--- config.mk ---
export PLATFORM = sky130hd
export DESIGN_NAME = tgce_gate
export DESIGN_NICKNAME = d
export VERILOG_FILES = /design/src/rtl/tgce_pkg.sv /design/src/rtl/tgce_evt_if.sv /design/src/rtl/tgce_gate.sv /design/src/rtl/tgce_period.sv /design/src/rtl/tgce_wdt.sv
export SDC_FILE = /design/constraint.sdc
export NUM_CORES = 1
export LEC_CHECK = 0
export ABC_AREA = 1
export BUFFER_PORTS_ARGS = -buffer_cell sky130_fd_sc_hd__buf_2
export CORE_MARGIN = 2
export CORE_UTILIZATION = 48
export DETAILED_ROUTE_END_ITERATION = 8
export PLACE_DENSITY = 0.66
export SLEW_MARGIN = 15
export SYNTH_ARGS = -nofsm -noshare
export SYNTH_HDL_FRONTEND = slang
export SYNTH_SLANG_ARGS = --single-unit
--- constraint.sdc ---
create_clock -name sys_clk -period 4.2 [get_ports sys_clk]
set_clock_uncertainty 0.15 [all_clocks]
set_input_delay 0 -clock sys_clk [delete_from_list [all_inputs] [get_ports sys_clk]]
set_output_delay 0 -clock sys_clk [all_outputs]
set_load 0.03 [all_outputs]
--- src/rtl/tgce_pkg.sv ---
// Constants, encodings and reset values for the timer gate block.
// Assumes a 16-bit register port with a 3-bit word index.
package tgce_pkg;

   // ------------------------------------------------------------
   // Register port geometry and word indices
   // ------------------------------------------------------------
   localparam int         ADDR_W        = 3;
   localparam int         DATA_W        = 16;
   localparam logic [2:0] OFS_GATE_CTRL = 3'h0;
   localparam logic [2:0] OFS_CNT_CTRL  = 3'h1;
   localparam logic [2:0] OFS_COUNT     = 3'h2;
   localparam logic [2:0] OFS_COMP      = 3'h3;
   localparam logic [2:0] OFS_PER_CNT   = 3'h4;
   localparam logic [2:0] OFS_PER_LIM   = 3'h5;
   localparam logic [2:0] OFS_OPTION    = 3'h6;
   localparam logic [2:0] OFS_STATUS    = 3'h7;

   // ------------------------------------------------------------
   // Field positions
   // ------------------------------------------------------------
   localparam int GC_EN_BIT   = 7;
   localparam int GC_POL_BIT  = 6;
   localparam int GC_TOG_BIT  = 5;
   localparam int GC_VAL_BIT  = 2;
   localparam int GC_SEL_LO   = 0;
   localparam int CC_ON_BIT   = 0;
   localparam int OPT_PSA_BIT = 3;
   localparam int OPT_PS_LO   = 0;
   localparam int ST_RUN_BIT  = 0;
   localparam int ST_SLP_BIT  = 1;

   // ------------------------------------------------------------
   // Reset values and timing counts
   // ------------------------------------------------------------
   localparam logic       OPT_PSA_RST   = 1'b1;
   localparam logic [2:0] OPT_PS_RST    = 3'h7;
   localparam logic [7:0] PER_LIM_RST   = 8'hFF;
   localparam logic [7:0] COMP_MAX      = 8'hFF;
   localparam int         CNT_W_DEF     = 16;
   localparam int         WDT_BASE_W    = 8;
   localparam int         WDT_OSC_DIV   = 64;

   typedef enum logic [1:0] {
      SRC_PIN  = 2'b00,
      SRC_COMP = 2'b01,
      SRC_PER  = 2'b10,
      SRC_WDT  = 2'b11
   } tgce_src_t;

endpackage

--- src/rtl/tgce_evt_if.sv ---
// Event and control wires between the gate core and its timers.
// Assumes all three ends run on the one system clock.
`timescale 1ns/1ps
`default_nettype none
interface tgce_evt_if;
   logic       wdt_run;
   logic       wdt_clr;
   logic       wdt_psa;
   logic [2:0] wdt_ps;
   logic       wdt_ovf;
   logic       per_tick;
   logic       per_wr;
   logic [7:0] per_wdata;
   logic [7:0] per_limit;
   logic [7:0] per_count;
   logic       per_match;

   modport core (output wdt_run, wdt_clr, wdt_psa, wdt_ps, per_tick,
                 per_wr, per_wdata, per_limit,
                 input  wdt_ovf, per_count, per_match);
   modport wdt  (input  wdt_run, wdt_clr, wdt_psa, wdt_ps,
                 output wdt_ovf);
   modport per  (input  per_tick, per_wr, per_wdata, per_limit,
                 output per_count, per_match);
endinterface
`default_nettype wire

--- src/rtl/tgce_gate.sv ---
// Gate-controlled event counter with companion, period and watchdog
// gate sources, reached over a simple strobe register port.
// Assumes all inputs are synchronous to sys_clk; ticks are one-cycle.
//
// Chosen here: the address map and the address-and-strobe port.
`timescale 1ns/1ps
`default_nettype none
module tgce_gate
   import tgce_pkg::*;
#(
   parameter int CNT_W   = CNT_W_DEF,
   parameter int OSC_DIV = WDT_OSC_DIV
) (
   input  wire logic              sys_clk,
   input  wire logic              nrst,
   input  wire logic [ADDR_W-1:0] addr,
   input  wire logic [DATA_W-1:0] wr_data,
   input  wire logic              wr_strobe,
   input  wire logic              rd_strobe,
   output logic      [DATA_W-1:0] rd_data,
   input  wire logic              gate_input_pin,
   input  wire logic              counter_clock_source,
   input  wire logic              companion_tick,
   input  wire logic              period_tick,
   input  wire logic              watchdog_clear_op,
   input  wire logic              sleep_enter,
   input  wire logic              sleep_wake,
   input  wire logic              wdt_config_en,
   output logic                   gate_value,
   output logic                   wdt_reset_req,
   output logic                   wdt_wake_req
);

   // ------------------------------------------------------------
   // State
   // ------------------------------------------------------------
   typedef struct packed {
      logic              gate_en;
      logic              gate_pol;
      logic              gate_tog;
      tgce_src_t         gate_sel;
      logic              cnt_on;
      logic [CNT_W-1:0]  count;
      logic [7:0]        comp;
      logic              comp_ovf;
      logic [7:0]        per_lim;
      logic              prescaler_assign_bit;
      logic [2:0]        ps;
      logic              adj_prev;
      logic              tog;
      logic              active;
      logic              sleeping;
      logic              rst_req;
      logic              wake_req;
      logic [DATA_W-1:0] rdata;
   } tgce_state_t;

   localparam tgce_state_t RST_STATE = '{
      gate_sel : SRC_PIN,
      per_lim  : PER_LIM_RST,
      prescaler_assign_bit      : OPT_PSA_RST,
      ps       : OPT_PS_RST,
      default  : '0
   };

   tgce_state_t r_reg, r_next;
   tgce_evt_if  ev ();

   logic src_raw;
   logic src_adj;
   logic src_rise;
   logic gate_open;
   logic cnt_inc;
   logic wr_hit;

   function automatic logic [DATA_W-1:0] tgce_zext8(
      input logic [7:0] v
   );
      tgce_zext8 = {{(DATA_W-8){1'b0}}, v};
   endfunction

   // ------------------------------------------------------------
   // Timers behind the gate
   // ------------------------------------------------------------
   tgce_wdt #(
      .OSC_DIV (OSC_DIV),
      .BASE_W  (WDT_BASE_W)
   ) u_wdt (
      .sys_clk (sys_clk),
      .nrst    (nrst),
      .ev      (ev.wdt)
   );

   tgce_period u_period (
      .sys_clk (sys_clk),
      .nrst    (nrst),
      .ev      (ev.per)
   );

   assign ev.wdt_run   = wdt_config_en ||
                         (r_reg.gate_en && r_reg.gate_sel == SRC_WDT);
   assign ev.wdt_clr   = watchdog_clear_op || sleep_enter ||
                         sleep_wake || r_reg.wake_req;
   assign ev.wdt_psa   = r_reg.prescaler_assign_bit;
   assign ev.wdt_ps    = r_reg.ps;
   assign ev.per_tick  = period_tick;
   assign ev.per_limit = r_reg.per_lim;
   assign ev.per_wr    = wr_strobe && addr == OFS_PER_CNT;
   assign ev.per_wdata = wr_data[7:0];

   // ------------------------------------------------------------
   // Gate path
   // ------------------------------------------------------------
   always_comb begin
      case (r_reg.gate_sel)
         SRC_PIN:  src_raw = gate_input_pin;
         SRC_COMP: src_raw = r_reg.comp_ovf;
         SRC_PER:  src_raw = ev.per_match;
         SRC_WDT:  src_raw = ev.wdt_ovf;
         default:  src_raw = 1'b0;
      endcase
   end

   assign src_adj   = (src_raw == r_reg.gate_pol);
   assign src_rise  = src_adj && !r_reg.adj_prev;
   assign gate_open = r_reg.gate_tog ? r_reg.tog : src_adj;
   assign cnt_inc   = r_reg.cnt_on && counter_clock_source &&
                      (!r_reg.gate_en || gate_open);
   assign wr_hit    = wr_strobe;

   // ------------------------------------------------------------
   // Next state
   // ------------------------------------------------------------
   always_comb begin
      r_next          = r_reg;
      r_next.rdata    = '0;
      r_next.comp_ovf = 1'b0;
      r_next.rst_req  = 1'b0;
      r_next.wake_req = 1'b0;
      r_next.adj_prev = src_adj;
      r_next.active   = gate_open;

      if (!r_reg.gate_tog) begin
         r_next.tog = 1'b0;
      end else if (src_rise) begin
         r_next.tog = !r_reg.tog;
      end

      if (cnt_inc) begin
         r_next.count = CNT_W'(r_reg.count + 1'b1);
      end

      if (companion_tick) begin
         r_next.comp     = r_reg.comp + 8'h01;
         r_next.comp_ovf = (r_reg.comp == COMP_MAX);
      end

      // Sleep tracking for wake requests
      if (sleep_enter) begin
         r_next.sleeping = 1'b1;
      end else if (sleep_wake || r_reg.wake_req) begin
         r_next.sleeping = 1'b0;
      end

      if (ev.wdt_ovf && wdt_config_en) begin
         r_next.rst_req  = !r_reg.sleeping;
         r_next.wake_req = r_reg.sleeping;
      end

      // Software writes win over same-cycle counting
      if (wr_hit) begin
         case (addr)
            OFS_GATE_CTRL: begin
               r_next.gate_en  = wr_data[GC_EN_BIT];
               r_next.gate_pol = wr_data[GC_POL_BIT];
               r_next.gate_tog = wr_data[GC_TOG_BIT];
               r_next.gate_sel = tgce_src_t'(wr_data[GC_SEL_LO +: 2]);
            end
            OFS_CNT_CTRL: r_next.cnt_on  = wr_data[CC_ON_BIT];
            OFS_COUNT:    r_next.count   = wr_data[CNT_W-1:0];
            OFS_COMP: begin
               r_next.comp     = wr_data[7:0];
               r_next.comp_ovf = 1'b0;
            end
            OFS_PER_LIM:  r_next.per_lim = wr_data[7:0];
            OFS_OPTION: begin
               r_next.prescaler_assign_bit = wr_data[OPT_PSA_BIT];
               r_next.ps  = wr_data[OPT_PS_LO +: 3];
            end
            default: ;
         endcase
      end

      if (rd_strobe) begin
         case (addr)
            OFS_GATE_CTRL: begin
               r_next.rdata[GC_EN_BIT]      = r_reg.gate_en;
               r_next.rdata[GC_POL_BIT]     = r_reg.gate_pol;
               r_next.rdata[GC_TOG_BIT]     = r_reg.gate_tog;
               r_next.rdata[GC_VAL_BIT]     = r_reg.active;
               r_next.rdata[GC_SEL_LO +: 2] = r_reg.gate_sel;
            end
            OFS_CNT_CTRL: r_next.rdata[CC_ON_BIT] = r_reg.cnt_on;
            OFS_COUNT:    r_next.rdata[CNT_W-1:0] = r_reg.count;
            OFS_COMP:     r_next.rdata = tgce_zext8(r_reg.comp);
            OFS_PER_CNT:  r_next.rdata = tgce_zext8(ev.per_count);
            OFS_PER_LIM:  r_next.rdata = tgce_zext8(r_reg.per_lim);
            OFS_OPTION: begin
               r_next.rdata[OPT_PSA_BIT]    = r_reg.prescaler_assign_bit;
               r_next.rdata[OPT_PS_LO +: 3] = r_reg.ps;
            end
            OFS_STATUS: begin
               r_next.rdata[ST_RUN_BIT] = ev.wdt_run;
               r_next.rdata[ST_SLP_BIT] = r_reg.sleeping;
            end
            default: r_next.rdata = '0;
         endcase
      end
   end

   always_ff @(posedge sys_clk or negedge nrst) begin
      if (!nrst) begin
         r_reg <= RST_STATE;
      end else begin
         r_reg <= r_next;
      end
   end

   assign rd_data       = r_reg.rdata;
   assign gate_value    = r_reg.active;
   assign wdt_reset_req = r_reg.rst_req;
   assign wdt_wake_req  = r_reg.wake_req;

   // ------------------------------------------------------------
   // Checks
   // ------------------------------------------------------------
   property p_free_run;
      @(posedge sys_clk) disable iff (!nrst)
      (!r_reg.gate_en && r_reg.cnt_on && counter_clock_source &&
       !wr_strobe) |=> r_reg.count == $past(r_reg.count) + 1'b1;
   endproperty
   a_free_run: assert property (p_free_run)
      else $error("free-running counter did not advance");

   property p_gate_hold;
      @(posedge sys_clk) disable iff (!nrst)
      (r_reg.gate_en && !gate_open && !wr_strobe)
      |=> $stable(r_reg.count);
   endproperty
   a_gate_hold: assert property (p_gate_hold)
      else $error("count moved while gate closed");

   property p_pol_low;
      @(posedge sys_clk) disable iff (!nrst)
      (r_reg.gate_en && !r_reg.gate_tog && !r_reg.gate_pol &&
       r_reg.gate_sel == SRC_PIN && !gate_input_pin && r_reg.cnt_on &&
       counter_clock_source && !wr_strobe)
      |=> r_reg.count != $past(r_reg.count);
   endproperty
   a_pol_low: assert property (p_pol_low)
      else $error("low gate with polarity 0 did not count");

   property p_comp_wrap;
      @(posedge sys_clk) disable iff (!nrst)
      (companion_tick && r_reg.comp == COMP_MAX && !wr_strobe)
      |=> r_reg.comp == 8'h00 ##0 r_reg.comp_ovf ##1 !r_reg.comp_ovf;
   endproperty
   a_comp_wrap: assert property (p_comp_wrap)
      else $error("companion wrap gave no single pulse");

   property p_wdt_on;
      @(posedge sys_clk) disable iff (!nrst)
      // Seen through the status word, not the run net itself
      (rd_strobe && addr == OFS_STATUS && r_reg.gate_en &&
       r_reg.gate_sel == SRC_WDT) |=> rd_data[ST_RUN_BIT];
   endproperty
   a_wdt_on: assert property (p_wdt_on)
      else $error("watchdog not running for watchdog gate");

   property p_no_reset;
      @(posedge sys_clk) disable iff (!nrst)
      (wdt_reset_req || wdt_wake_req) |-> $past(wdt_config_en);
   endproperty
   a_no_reset: assert property (p_no_reset)
      else $error("gate-only watchdog raised reset or wake");

   property p_toggle;
      @(posedge sys_clk) disable iff (!nrst)
      (r_reg.gate_tog && src_rise && !wr_strobe)
      |=> r_reg.tog != $past(r_reg.tog);
   endproperty
   a_toggle: assert property (p_toggle)
      else $error("toggle gate missed a source edge");

   property p_src_per;
      @(posedge sys_clk) disable iff (!nrst)
      (r_reg.gate_tog && r_reg.gate_pol && r_reg.gate_sel == SRC_PER &&
       ev.per_match && !r_reg.adj_prev && !wr_strobe)
      |=> r_reg.tog != $past(r_reg.tog);
   endproperty
   a_src_per: assert property (p_src_per)
      else $error("period match did not reach the gate");

endmodule
`default_nettype wire

--- src/rtl/tgce_period.sv ---
// Period-match timer that wraps to zero after matching its limit.
// Assumes tick is a one-cycle enable from the core.
`timescale 1ns/1ps
`default_nettype none
module tgce_period
   import tgce_pkg::*;
(
   input  wire logic sys_clk,
   input  wire logic nrst,
   tgce_evt_if.per   ev
);
   typedef struct packed {
      logic [7:0] cnt;
      logic       match;
   } tgce_per_t;

   tgce_per_t r_reg, r_next;

   always_comb begin
      r_next       = r_reg;
      r_next.match = 1'b0;
      if (ev.per_wr) begin
         r_next.cnt = ev.per_wdata;
      end else if (ev.per_tick) begin
         if (r_reg.cnt == ev.per_limit) begin
            r_next.cnt   = 8'h00;
            r_next.match = 1'b1;
         end else begin
            r_next.cnt = r_reg.cnt + 8'h01;
         end
      end
   end

   always_ff @(posedge sys_clk or negedge nrst) begin
      if (!nrst) begin
         r_reg <= '0;
      end else begin
         r_reg <= r_next;
      end
   end

   assign ev.per_count = r_reg.cnt;
   assign ev.per_match = r_reg.match;

   property p_per_wrap;
      @(posedge sys_clk) disable iff (!nrst)
      (ev.per_tick && !ev.per_wr && r_reg.cnt == ev.per_limit)
      |=> (r_reg.cnt == 8'h00) && r_reg.match;
   endproperty
   a_per_wrap: assert property (p_per_wrap)
      else $error("period timer did not wrap with a pulse");

endmodule
`default_nettype wire

--- src/rtl/tgce_wdt.sv ---
// Watchdog oscillator divider, prescaler and counter.
// Assumes run and clear come from the gate core each cycle.
`timescale 1ns/1ps
`default_nettype none
module tgce_wdt
   import tgce_pkg::*;
#(
   parameter int OSC_DIV = WDT_OSC_DIV,
   parameter int BASE_W  = WDT_BASE_W
) (
   input  wire logic sys_clk,
   input  wire logic nrst,
   tgce_evt_if.wdt   ev
);
   typedef struct packed {
      logic [15:0]       osc;
      logic [7:0]        pre;
      logic [BASE_W-1:0] base;
      logic              ovf;
   } tgce_wdt_t;

   tgce_wdt_t r_reg, r_next;
   logic      osc_tick;
   logic      pre_step;
   logic [7:0] mask;

   always_comb begin
      r_next   = r_reg;
      r_next.ovf = 1'b0;
      osc_tick = (r_reg.osc == 16'(OSC_DIV - 1));
      mask     = (8'h01 << ev.wdt_ps) - 8'h01;
      pre_step = !ev.wdt_psa || ((r_reg.pre & mask) == mask);
      if (!ev.wdt_run || ev.wdt_clr) begin
         r_next.osc  = '0;
         r_next.pre  = '0;
         r_next.base = '0;
      end else begin
         r_next.osc = osc_tick ? 16'h0000 : r_reg.osc + 16'h0001;
         if (osc_tick) begin
            r_next.pre = r_reg.pre + 8'h01;
            if (pre_step) begin
               r_next.base = BASE_W'(r_reg.base + 1'b1);
               r_next.ovf  = &r_reg.base;
            end
         end
      end
   end

   always_ff @(posedge sys_clk or negedge nrst) begin
      if (!nrst) begin
         r_reg <= '0;
      end else begin
         r_reg <= r_next;
      end
   end

   assign ev.wdt_ovf = r_reg.ovf;

   property p_wdt_clear;
      @(posedge sys_clk) disable iff (!nrst)
      ev.wdt_clr |=> (r_reg.base == '0) && (r_reg.pre == '0);
   endproperty
   a_wdt_clear: assert property (p_wdt_clear)
      else $error("watchdog not restarted by clear");

endmodule
`default_nettype wire

## Word level (Yosys, flattened, before mapping)

Index checks and enable logic that the tools add are counted.
W data, S select, Z words.

| storage, ports and cells | value |
|---|---|
| register bits | 107 |
| logic and storage cells | 113 |
| output and inout bits | 19 |
| input bits | 31 |

| cells by class | value |
|---|---|
| shift-type cells | 1 |
| muxes and demuxes | 32 |
| equality and inequality tests | 16 |
| reductions and logical operators | 32 |
| add/sub/neg operators | 7 |
| bitwise gates (word level) | 1 |

Operators with widths:

| kind | count |
|---|---|
| $mux W16 | 4 |
| $mux W37 | 1 |
| $mux W9 | 4 |
| $add A16 B1 Y16 const B | 2 |
| $add A8 B1 Y8 const B | 4 |
| $mux W32 | 1 |
| $mux W8 | 4 |
| $mux W17 | 1 |
| $eq A16 B6 Y1 const B | 1 |
| $eq A8 B8 Y1 | 2 |
| $pmux W3 S5 | 1 |
| $eq A3 B3 Y1 const B | 4 |
| $reduce_and A2 Y1 | 5 |
| $and A8 B8 Y8 | 1 |
| $eq A8 B8 Y1 const B | 1 |
| $logic_or A1 B1 Y1 | 8 |
| $mux W1 | 8 |
| $pmux W1 S4 | 2 |
| $pmux W1 S8 | 1 |
| $reduce_and A8 Y1 | 1 |
| $reduce_bool A2 Y1 | 4 |
| $shl A1 B3 Y8 const A | 1 |
| $sub A8 B1 Y8 const B | 1 |
| $pmux W1 S7 | 1 |
| 14 further kinds | 26 |

## Depth between registers and ports, before layout

Gate-level depths: netlist (run 1).

| logic depth | value |
|---|---|
| word-level depth | 9 |
| depth in mapped cells | 14 |

## Cells and area by module

From an unflattened synthesis (run 1), not the netlist that was laid out.

| second synthesis, totals | value |
|---|---|
| cell total of the unflattened synthesis | 789 |
| area, all modules | 6142.1 um2 |

By module, submodules not included:

| module | cells an instance | times used | seq. area each (um2) | area an instance (um2) |
|---|---|---|---|---|
| tgce_gate | 464 | 1 | 1641.6 | 3671.0 |
| tgce_wdt | 229 | 1 | 800.8 | 1794.2 |
| tgce_period | 96 | 1 | 225.2 | 676.9 |

## Worst setup path before layout (run 1)

OpenSTA, ideal clock, no wires.

| timing path | value |
|---|---|
| path kind | reg-to-reg |
| from | reg r_reg, in the netlist ev.wdt_ps[1] |
| to | reg u_wdt.r_reg[1] (netlist bit) |
| stages on the path, launching flop included | 11 |
| setup slack | 2.373 ns |
| period minus slack after synthesis | 1.827 ns |
| arrival time | 1.557 ns |
| buffers on the path | 0 |
| cells stage by stage | dfstp_2 > inv_1 > nand3_1 > ha_1 > inv_1 > o211ai_1 > nand4_1 > nand3_1 > nand2_4 > nand2_1 > o21ai_2 |

| on the way | value |
|---|---|
| longest elaborated chain between the ends | 7 |

Ends and longest elaborated chain:

| item | line | RTL |
|---|---|---|
| start: declaration | tgce_gate.sv:66 | `tgce_state_t r_reg, r_next;` |
| start signal: assignment | tgce_gate.sv:225 | `r_reg <= r_next;` |
| $shl A1 B3 Y8 (*) | tgce_wdt.sv:31 | `mask = (8'h01 << ev.wdt_ps) - 8'h01;` |
| $sub A8 B1 Y8 (*) | tgce_wdt.sv:31 |  |
| $and A8 B8 Y8 | tgce_wdt.sv:32 | `pre_step = !ev.wdt_psa \|\| ((r_reg.pre & mask) == mask);` |
| $eq A8 B8 Y1 (*) | tgce_wdt.sv:32 |  |
| $logic_or A1 B1 Y1 (*) | tgce_wdt.sv:32 |  |
| $reduce_bool A2 Y1 (no line) (*) | - |  |
| $reduce_and A2 Y1 (no line) (*) | - |  |
| end signal: assignment | tgce_wdt.sv:53 | `r_reg <= r_next;` |
| end: declaration | tgce_wdt.sv:22 | `tgce_wdt_t r_reg, r_next;` |

Every way passes the cells marked *; elsewhere a longest branch is shown, timed or not.
A chain may end at the register's enable or synchronous reset.

==> metrics, run 1 <==
grt total ovfl=0; drt pass-1 iters=5; Residual DRC=0; post-DP HPWL=10.6 mm; FF-to-FF End=u_wdt.r_reg[21]; core footprint=roughly 0.013 mm^2; RSZ-0062 raised after global routing=no; final period utilization=0.525; vias in the first global route=5028; Cell Area, Synth=0.00611 mm^2; multi-input logic area=0.00279 mm^2; Vias=approximately 5200; Worst Setup EP=u_wdt.r_reg[21]; Mapped Cells=between 700 and 800; syn nets=slightly above 800; P&R area growth vs syn=15.6%; Yosys Warn Count=0; Initial Utilization=0.488; worst reg2reg path depth=10; crit-path max FO=10; WP data required=4290 ps; pre-CTS setup slack=1990 ps; die area=0.0136 mm^2; Tot GR Track Use=0.233; RR Startpoint=u_wdt.r_reg[17]; fillers=between 1000 and 1500; Starting DRT DRC Count=406; Max Cap Violations=0; antenna violations before repair=0; pin count of the biggest net entering global routing=between 70 and 80; Peak VDD IR=0.000303 V; placed inst area=approximately 0.0064 mm^2; fin crit period=2200 ps; measured slew at the worst slew-check pin=978 ps; critical path class=reg2reg; crit path DAT=about 2300 ps; clk buf depth=2; Hold WS=175 ps; root buffer cell=clkbuf_16; Largest stage delay, worst path=390 ps; Lkg Pwr=3.40 nW; setup TNS=0 ps; CP cell instances=ha_1, nand3_1, inv_1, nand3_1, inv_1, nand2_1, nand2_2, clkinv_1, o21ai_0, a21oi_1; layout cell share with drive strength beyond 1=0.148; first-pass GRT wire length=~24 mm; vias per cell=5.15; slowest stage cell on the critical path=dfrtp_1; Hold/Removal Path Class=in2async; CTS buffer count=9; CP Launch Type=register; Relative slew margins=0.348; R2R Setup Slk=2000 ps; Finished Cell Area=between 0.007 and 0.008 mm^2; CTS tree=done; Largest register FFs=34; CP Capture Type=register; Yosys cell types=46; postcts setup bufs=0; final antenna-violating net count=0; htree depth=3; Clock transition at path regs=70 ps; crit path from=u_wdt.r_reg[17]; Async SR Flop Fraction=1.00; I/O pin count=50; FP Rows=41; Fin. Hold Viols=0; clk sinks=106; routed len/inst=~15 um; register area share after synthesis=0.437; Register Area=~0.0027 mm^2; Post-synth EDFFs=0; Yosys reg bits=106; GP Congestion=0.903; Setup Viol. Count Final=0; setup slack after layout=2000 ps; nets@finish=between 800 and 900; worst path bufs/invs=3; Die W=between 100 and 150 um; Die Ht=~120 um; ANT cells=0; Max Slew Vio Count=0; cell depth of the worst setup path=10; CP delay by family, top=simple AND/OR/NAND/NOR gates; Buffers on Ports=49; clk_lat worst skew=360 ps; WL final=between 10 and 15 mm; status=complete, no violations; f_max=454 MHz; synthesized area per cell=around 8.0 um^2; Top FF cell, synth=dfrtp_1; pwr dens=483 mW/mm^2
## cell families (layout without fill, tap and decap cells)
kind of cell | Yosys count | in the layout | share of synthesized area
XOR/XNOR | 41 | 41 | 0.0588
AO/OA/AOI/OAI | 95 | 95 | 0.0918
adder cells (fa/ha/maj) | 7 | 7 | 0.0143
buffers and inverters | 144 | 213 | 0.106
AND/OR/NAND/NOR | 374 | 374 | 0.292
flip-flops | 106 | 106 | 0.437
## worst min path at each step
| stage | endpoint | slack [ps] | depth (start not counted) |
|---|---|---|---|
| floorplan | gate_value | -450 | 0 |
| global placement | r_reg[57] | 70 | 1 |
| detailed placement | r_reg[57] | 80 | 1 |
| CTS | r_reg[44] | 220 | 6 |
| global route | r_reg[56] | 310 | 2 |
| finish | rd_data[13] | 180 | 2 |
## where the power goes
group | switching (mW) | internal [mW] | total [mW] | leakage (nW)
combinational | 0.557 | 0.355 | 0.911 | 1.86
sequential | 0.231 | 1.23 | 1.46 | 1.36
clock | 0.379 | 0.659 | 1.04 | 0.180
total | 1.17 | 2.24 | 3.41 | 3.40
## synth_stat cells (2+ instances only)
library cell,n,area [um^2]
a21oi_1,19,95.1
a221oi_1,6,52.6
a31oi_1,2,12.5
buf_4,17,128
buf_6,3,33.8
clkbuf_1,8,30.0
clkinv_1,4,15.0
dfrtp_1,94,2350
dfstp_2,12,315
ha_1,7,87.6
inv_1,103,387
inv_2,6,22.5
nand2_1,157,589
nand2_2,11,68.8
nand2_4,3,33.8
nand3_1,65,325
nand3_2,11,110
nand3b_1,4,30.0
nand4_1,11,68.8
nor2_1,66,248
nor2_4,2,22.5
nor3_1,24,120
nor3_2,2,20.0
nor4_1,4,25.0
o21ai_0,41,205
o21ai_1,6,30.0
o21ai_2,2,17.5
o221ai_1,8,70.1
o22ai_1,6,37.5
or2_0,2,12.5
or2_1,2,12.5
or2_2,6,37.5
xnor2_1,11,96.3
xor2_1,30,263
## what timing repair did
| action | CTS | global route |
|---|---|---|
| hold buffers | 33 | 0 |
| resized for setup | 0 | 0 |
| endpoints found under the hold margin | 145 | 0 |
## stage by stage
stage               utilization  power [mW]  cells
finish                    0.564        3.41   1008
global route              0.564        3.61   1008
CTS                       0.564        3.41   1008
detailed placement        0.508        2.34    959
global placement          0.508        2.31    959
floorplan                     -        2.12    767
## metal layers
metal | up-vias | share of wire | track usage
met3 | 21 | 0.036 | 0.0273
li1 | 2599 | - | -
met4 | 0 | 0.019 | 0.0933
met1 | 2457 | 0.47 | 0.314
met5 | - | 0 | 0
met2 | 113 | 0.47 | 0.386
## placed cells by master, fill, tap and decap left out, types with 2 or more instances in the layout
cell type | Yosys | final
nand3_2 | 11 | 11
dfrtp_1 | 94 | 94
clkinv_1 | 4 | 4
nand3_1 | 65 | 65
o21ai_0 | 41 | 41
o21ai_1 | 6 | 6
nor3_2 | 2 | 2
a31oi_1 | 2 | 2
a21oi_1 | 19 | 19
o21ai_2 | 2 | 2
nand2_4 | 3 | 3
dlygate4sd3_1 | 0 | 33
inv_2 | 6 | 6
inv_1 | 103 | 103
xnor2_1 | 11 | 11
nand2_1 | 157 | 157
nand4_1 | 11 | 11
nor3_1 | 24 | 24
o221ai_1 | 8 | 8
buf_4 | 17 | 2
or2_1 | 2 | 2
or2_2 | 6 | 6
ha_1 | 7 | 7
nor2_4 | 2 | 2
or2_0 | 2 | 2
dfstp_2 | 12 | 12
nor2_1 | 66 | 66
buf_2 | 1 | 48
nand3b_1 | 4 | 4
a221oi_1 | 6 | 6
nor4_1 | 4 | 4
bufinv_16 | 0 | 4
o22ai_1 | 6 | 6
xor2_1 | 30 | 30
nand2_2 | 11 | 11
clkbuf_16 | 0 | 9
## cell type report
class	instances	area share
repair buffers	83	0.0829
clock inverters	5	0.0177
clock buffers	11	0.0344
inverters	114	0.0610
flip-flops and latches	106	0.378
well taps	172	0.0305
multi-input cells	517	0.396
Note: power is estimated with default switching activity, not from simulation.
==> inputs of run 2 (changes only) <==
--- a/config.mk
+++ b/config.mk
@@ -10,7 +10,7 @@
 export CORE_MARGIN = 2
 export CORE_UTILIZATION = 48
 export DETAILED_ROUTE_END_ITERATION = 8
-export PLACE_DENSITY = 0.66
+export PLACE_DENSITY = 0.69
 export SLEW_MARGIN = 15
 export SYNTH_ARGS = -nofsm -noshare
 export SYNTH_HDL_FRONTEND = slang
==> constraint.sdc (replaced) <==
create_clock -name sys_clk -period 1.9 [get_ports sys_clk]
set_clock_uncertainty 0.15 [all_clocks]
set_input_delay 0 -clock sys_clk [delete_from_list [all_inputs] [get_ports sys_clk]]
set_output_delay 0 -clock sys_clk [all_outputs]
set_load 0.03 [all_outputs]
==> run 2 against run 1 <==
Net effect: the run now ends with setup timing left; final cell count up 4.3%; wire length increased by 13%; first-iteration DRC count increased by 28%; sequential cell count stayed put; combinational power rose to 2.9 times the previous value; highest routed layer unchanged.
==> metrics, run 2 (same netlist as run 1, synthesis figures left out) <==
WL final=16.6 mm (+13%); I/O pin count=50 (unchanged); CP Launch Type=register; setup slack after layout=-49.2 ps (-2050 ps); antenna violations before repair=0 (unchanged); measured slew at the worst slew-check pin=701 ps (-277 ps); Finished Cell Area=0.00768 mm^2 (+8.8%); Relative slew margins=0.531 (+0.183); drt pass-1 iters=6 (+1); clk sinks=106 (unchanged); wire length on met1=7.26 mm (+4.6%); worst hold start=sleep_wake; fin crit period=1950 ps (-255 ps); pin count of the biggest net entering global routing=48 (-38%); die area=0.0136 mm^2 (unchanged); Vias=5609 (+8.1%); Clock transition at path regs=70 ps (about the same); FP Rows=41 (unchanged); Lkg Pwr=3.66 nW (+7.7%); failing checks=setup timing; Residual DRC=0 (unchanged); crit path DAT=2060 ps (-240 ps); grt total ovfl=0 (unchanged); crit path from=r_reg[61]; CTS tree=done; commonest non-fill, non-tap cells in the layout=nand2_1, inv_1, dfrtp_1; Max Slew Vio Count=0 (unchanged); Die W=117 um (unchanged); routed length on met3=863 um (+63%); placed inst area=0.00659 mm^2 (+3.6%); first-pass GRT wire length=25.2 mm (+3.3%); clk buf depth=2 (unchanged); Die Ht=117 um (unchanged); ANT cells=0 (unchanged); Initial Utilization=0.488 (unchanged); hold depth=6; Starting DRT DRC Count=519 (+28%); Peak VDD IR=0.000528 V (+74%); layout cell share with drive strength beyond 1=0.259 (+0.111); worst reg2reg path depth=13 (+3); clk_lat worst skew=360 ps (about the same); pwr dens=1020 mW/mm^2 (+110%); root buffer cell=clkbuf_16; Largest register FFs=34 (unchanged); Hold/Removal Path Class=in2reg; Setup Viol. Count Final=6 (+6); Fin. Hold Viols=0 (unchanged); post-DP HPWL=11.1 mm (+4.6%); f_max=513 MHz (+13%); fillers=1084 (-10%); most common cell after layout, fill and taps aside=nand2_1; crit-path max FO=7 (-3); RSZ-0062 raised after global routing=yes; final antenna-violating net count=0 (unchanged); final core occ=0.614 (+0.0498); Hold WS=2.77 ps (-173 ps); vias per cell=5.34 (+3.7%); Max Cap Violations=0 (unchanged); RR Startpoint=r_reg[61]; critical path class=reg2reg; vias in the first global route=5278 (+5.0%); htree depth=3 (unchanged); P&R area growth vs syn=25.8%; pre-CTS setup slack=-30.7 ps (-2020 ps); GP Congestion=0.954 (+5.7%); Tot GR Track Use=0.240 (+0.00725); Met2 Wirelength=7.97 mm (+14%); WP data required=2010 ps (-2280 ps); CP Capture Type=register; routed len/inst=15.8 um (+8.1%); status=finished, violations left; setup TNS=-84.9 ps (-84.9 ps); Buffers on Ports=49 (unchanged); Top Layer Used=met4; core footprint=0.0125 mm^2 (unchanged); final period utilization=1.03 (+0.501); CTS buffer count=9 (unchanged); nets@finish=912 (+4.9%)
==> run 2: final cells by class <==
| type | count | area, um^2 | area share |
|---|---|---|---|
| inverter | 114 | 443 | 0.0577 |
| clock inverter | 3 | 65.1 | 0.00847 |
| tap | 172 | 215 | 0.0280 |
| timing repair inverter | 1 | 5.00 | 0.000651 |
| sequential | 106 | 2670 | 0.348 |
| multi-input combinational | 519 | 3100 | 0.404 |
| timing repair buffer | 123 | 938 | 0.122 |
| clock buffer | 13 | 240 | 0.0313 |
==> run 2: per-layer routing <==
| metal | vias to the layer above | GRT usage |
|---|---|---|
| met5 | - | 0 |
| met4 | 0 | 0.105 |
| met3 | 46 | 0.0489 |
| met2 | 173 | 0.388 |
| met1 | 2701 | 0.315 |
| li1 | 2689 | - |
==> run 2: final timing paths <==
| check | to | slack (ps) |
|---|---|---|
| worst max-delay path | r_reg[44] | -50 |
| worst min-delay path | u_wdt.r_reg[19] | 3 |
| worst max register to register | r_reg[44] | -50 |
| worst min register to register | u_wdt.r_reg[2] | 360 |
| max in group asynchronous | r_reg[59] | 350 |
| min in group asynchronous | r_reg[45] | 90 |
==> run 2: critical path, cell delays in order (launching register included) <==
cell       delay [ps]
dfrtp_2           470
inv_4             100
nand2_2            50
nand2_1            50
nand2_1            50
nand2_1            60
nand3_2           100
nand3_4           120
nand3_4           200
clkbuf_16         240
nand3_2            60
nand2_1            50
nor2_1            100
nor2_1             50
==> run 2: what timing repair did <==
action	in CTS	in global routing
hold buffers	33	1
setup buffers	0	11
endpoints found under the hold margin	177	5
endpoints found under the setup margin	24	42
pin swaps	2	23
gates resized for setup	11	72
cloned	0	4
==> run 2: power by group <==
part	internal, mW	switching (mW)
Combinational	1.06	1.56
Sequential	2.72	0.484
Clock	1.16	0.840
==> run 2: stage by stage <==
step / cells / total power, mW
after floorplan: 767 / 4.68
after global placement: 986 / 5.21
after detailed placement: 986 / 5.31
after CTS: 1035 / 7.38
after global routing: 1051 / 8.26
final: 1051 / 7.81
==> inputs of run 3 (changes only) <==
--- a/config.mk
+++ b/config.mk
@@ -10,7 +10,7 @@
 export CORE_MARGIN = 2
 export CORE_UTILIZATION = 48
 export DETAILED_ROUTE_END_ITERATION = 8
-export PLACE_DENSITY = 0.69
+export PLACE_DENSITY = 0.66
 export SLEW_MARGIN = 15
 export SYNTH_ARGS = -nofsm -noshare
 export SYNTH_HDL_FRONTEND = slang
==> constraint.sdc (replaced) <==
create_clock -name sys_clk -period 2.22 [get_ports sys_clk]
set_clock_uncertainty 0.15 [all_clocks]
set_input_delay 0 -clock sys_clk [delete_from_list [all_inputs] [get_ports sys_clk]]
set_output_delay 0 -clock sys_clk [all_outputs]
set_load 0.03 [all_outputs]
==> run 3 against run 2 <==
Net effect: the flow now finishes without violations; setup slack better by 210 ps; clock power down 14%; sequential cell count unchanged; highest routed layer unchanged; die area unchanged; sequential share of layout area up 2.9 points.
==> metrics, run 3 (same netlist as run 1, synthesis figures left out) <==
status=complete, no violations; Largest register FFs=34 (unchanged); Initial Utilization=0.488 (unchanged); CP Capture Type=register; Buffers on Ports=49 (unchanged); Fin. Hold Viols=0 (unchanged); htree depth=3 (unchanged); WL final=14.7 mm (-12%); vias per cell=5.19 (-2.7%); Top Layer Used=met4; fin crit period=2060 ps (+112 ps); clk_lat worst skew=360 ps (about the same); Cells after DPL=965 (-2.1%); clk buf depth=2 (unchanged); P&R area growth vs syn=16.0%; core footprint=0.0125 mm^2 (unchanged); nets@finish=875 (-4.1%); wire length on met1=6.83 mm (-5.9%); Relative slew margins=0.617 (+0.0856); routed len/inst=14.5 um (-8.3%); pre-CTS setup slack=193 ps (+224 ps); final antenna-violating net count=0 (unchanged); Max Slew Vio Count=0 (unchanged); root buffer cell=clkbuf_16; antenna violations before repair=0 (unchanged); Die Ht=117 um (unchanged); final period utilization=0.929 (-0.0974); I/O pin count=50 (unchanged); Max Cap Violations=0 (unchanged); Logic pwr share=0.279 (-0.056); Tot GR Track Use=0.232 (-0.00836); commonest non-fill, non-tap cells in the layout=nand2_1, inv_1, dfrtp_1; setup TNS=0 ps (+84.9 ps); pwr dens=879 mW/mm^2 (-14%); switching share of power=0.357 (-0.0118); Die W=117 um (unchanged); RSZ-0062 raised after global routing=no; Met2 Wirelength=6.62 mm (-17%); placed inst area=0.00643 mm^2 (-2.4%); Finished Cell Area=0.00708 mm^2 (-7.8%); Setup Viol. Count Final=0 (-6); CTS buffer count=9 (unchanged); layout cell share with drive strength beyond 1=0.162 (-0.0979); Hold WS=29.0 ps (+26.2 ps); first-pass GRT wire length=24.3 mm (-3.7%); Peak VDD IR=0.000459 V (-13%); P_int=4.00 mW (-19%); non-filler cells, final=1014 (-3.5%); Clock Power Share=0.277 (+0.022); CTS tree=done; post-DP HPWL=10.7 mm (-3.1%); pin count of the biggest net entering global routing=43 (-10%); Hold/Removal Path Class=in2async; Residual DRC=0 (unchanged); grt total ovfl=0 (unchanged); f_max=485 MHz (-5.4%); routed length on met3=838 um (-2.9%); GP Congestion=0.907 (-5.0%); Starting DRT DRC Count=465 (-10%); Net Sw Power=2.22 mW (-23%); sequential power share=0.444 (+0.034); most common cell after layout, fill and taps aside=nand2_1; FP Rows=41 (unchanged); Lkg Pwr=3.41 nW (-6.9%); vias in the first global route=5064 (-4.1%); critical path class=reg2reg; measured slew at the worst slew-check pin=575 ps (-126 ps); ANT cells=0 (unchanged); power after layout=6.22 mW (-20%); die area=0.0136 mm^2 (unchanged); setup slack after layout=159 ps (+208 ps); crit path DAT=2190 ps (+130 ps); WP data required=2350 ps (+340 ps); CP Launch Type=register; drt pass-1 iters=5 (-1); Vias=5265 (-6.1%); crit-path max FO=8 (+1); final core occ=0.566 (-0.0480); Clock transition at path regs=70 ps (about the same); clk sinks=106 (unchanged)
==> run 3: cell count changes in the layout (fill, tap and decap cells not counted), sizes merged <==
| cell | change |
|---|---|
| clkinv | +4 |
| buf | -31 |
| clkbuf | -3 |
| nand2 | -1 |
| dlygate4sd3 | -2 |
| clkinvlp | -3 |
| nand3 | -1 |
==> run 3: final timing paths <==
path / from / end / slack [ps] / cells after the start
min in group sys_clk: counter_clock_source / r_reg[57] / 120 / 7
max in group asynchronous: nrst / ev.per_limit[3] / 1190 / 3
worst min register to register: u_wdt.r_reg[17] / u_wdt.r_reg[17] / 340 / 1
worst max register to register: ev.wdt_ps[1] / u_wdt.r_reg[4] / 160 / 11
worst max-delay path: ev.wdt_ps[1] / u_wdt.r_reg[4] / 160 / 11
worst min-delay path: nrst / r_reg[57] / 30 / 2
==> run 3: what timing repair did <==
action / CTS / global route
setup endpoints to repair: 0 / 6
hold endpoints to repair: 181 / 0
buffers inserted: 0 / 1
hold buffers: 32 / 0
resized for setup: 0 / 6
==> run 3: critical path: stages, from the launching register on <==
cell and delay, ps:
dfstp_2 580, inv_1 100, nand3_1 130, ha_2 210
nand2_1 80, o22ai_1 160, nand2_1 70, nand4_1 90
nand3_1 120, nand2_4 140, nand2_1 70, o21ai_1 90
==> run 3: layer usage <==
layer,up-vias,global-route usage
met1,2462,0.317
met4,0,0.0886
li1,2605,-
met3,35,0.0520
met2,163,0.361
met5,-,0
==> run 3: power groups by stage <==
stage | logic, mW | registers, mW | clock network, mW
floorplan | 1.37 | 2.64 | 0
global placement | 1.60 | 2.77 | 0
detailed placement | 1.66 | 2.78 | 0
CTS | 1.73 | 2.75 | 1.75
global route | 1.97 | 2.81 | 1.83
finish | 1.74 | 2.76 | 1.72
==> run 3: cell type report <==
type,instances,area [um^2]
fill,1152,5440
multi-input combinational,517,2800
sequential,106,2670
timing repair buffer,89,653
inverter,114,430
clock buffer,11,233
tap,172,215
clock inverter,5,78.8
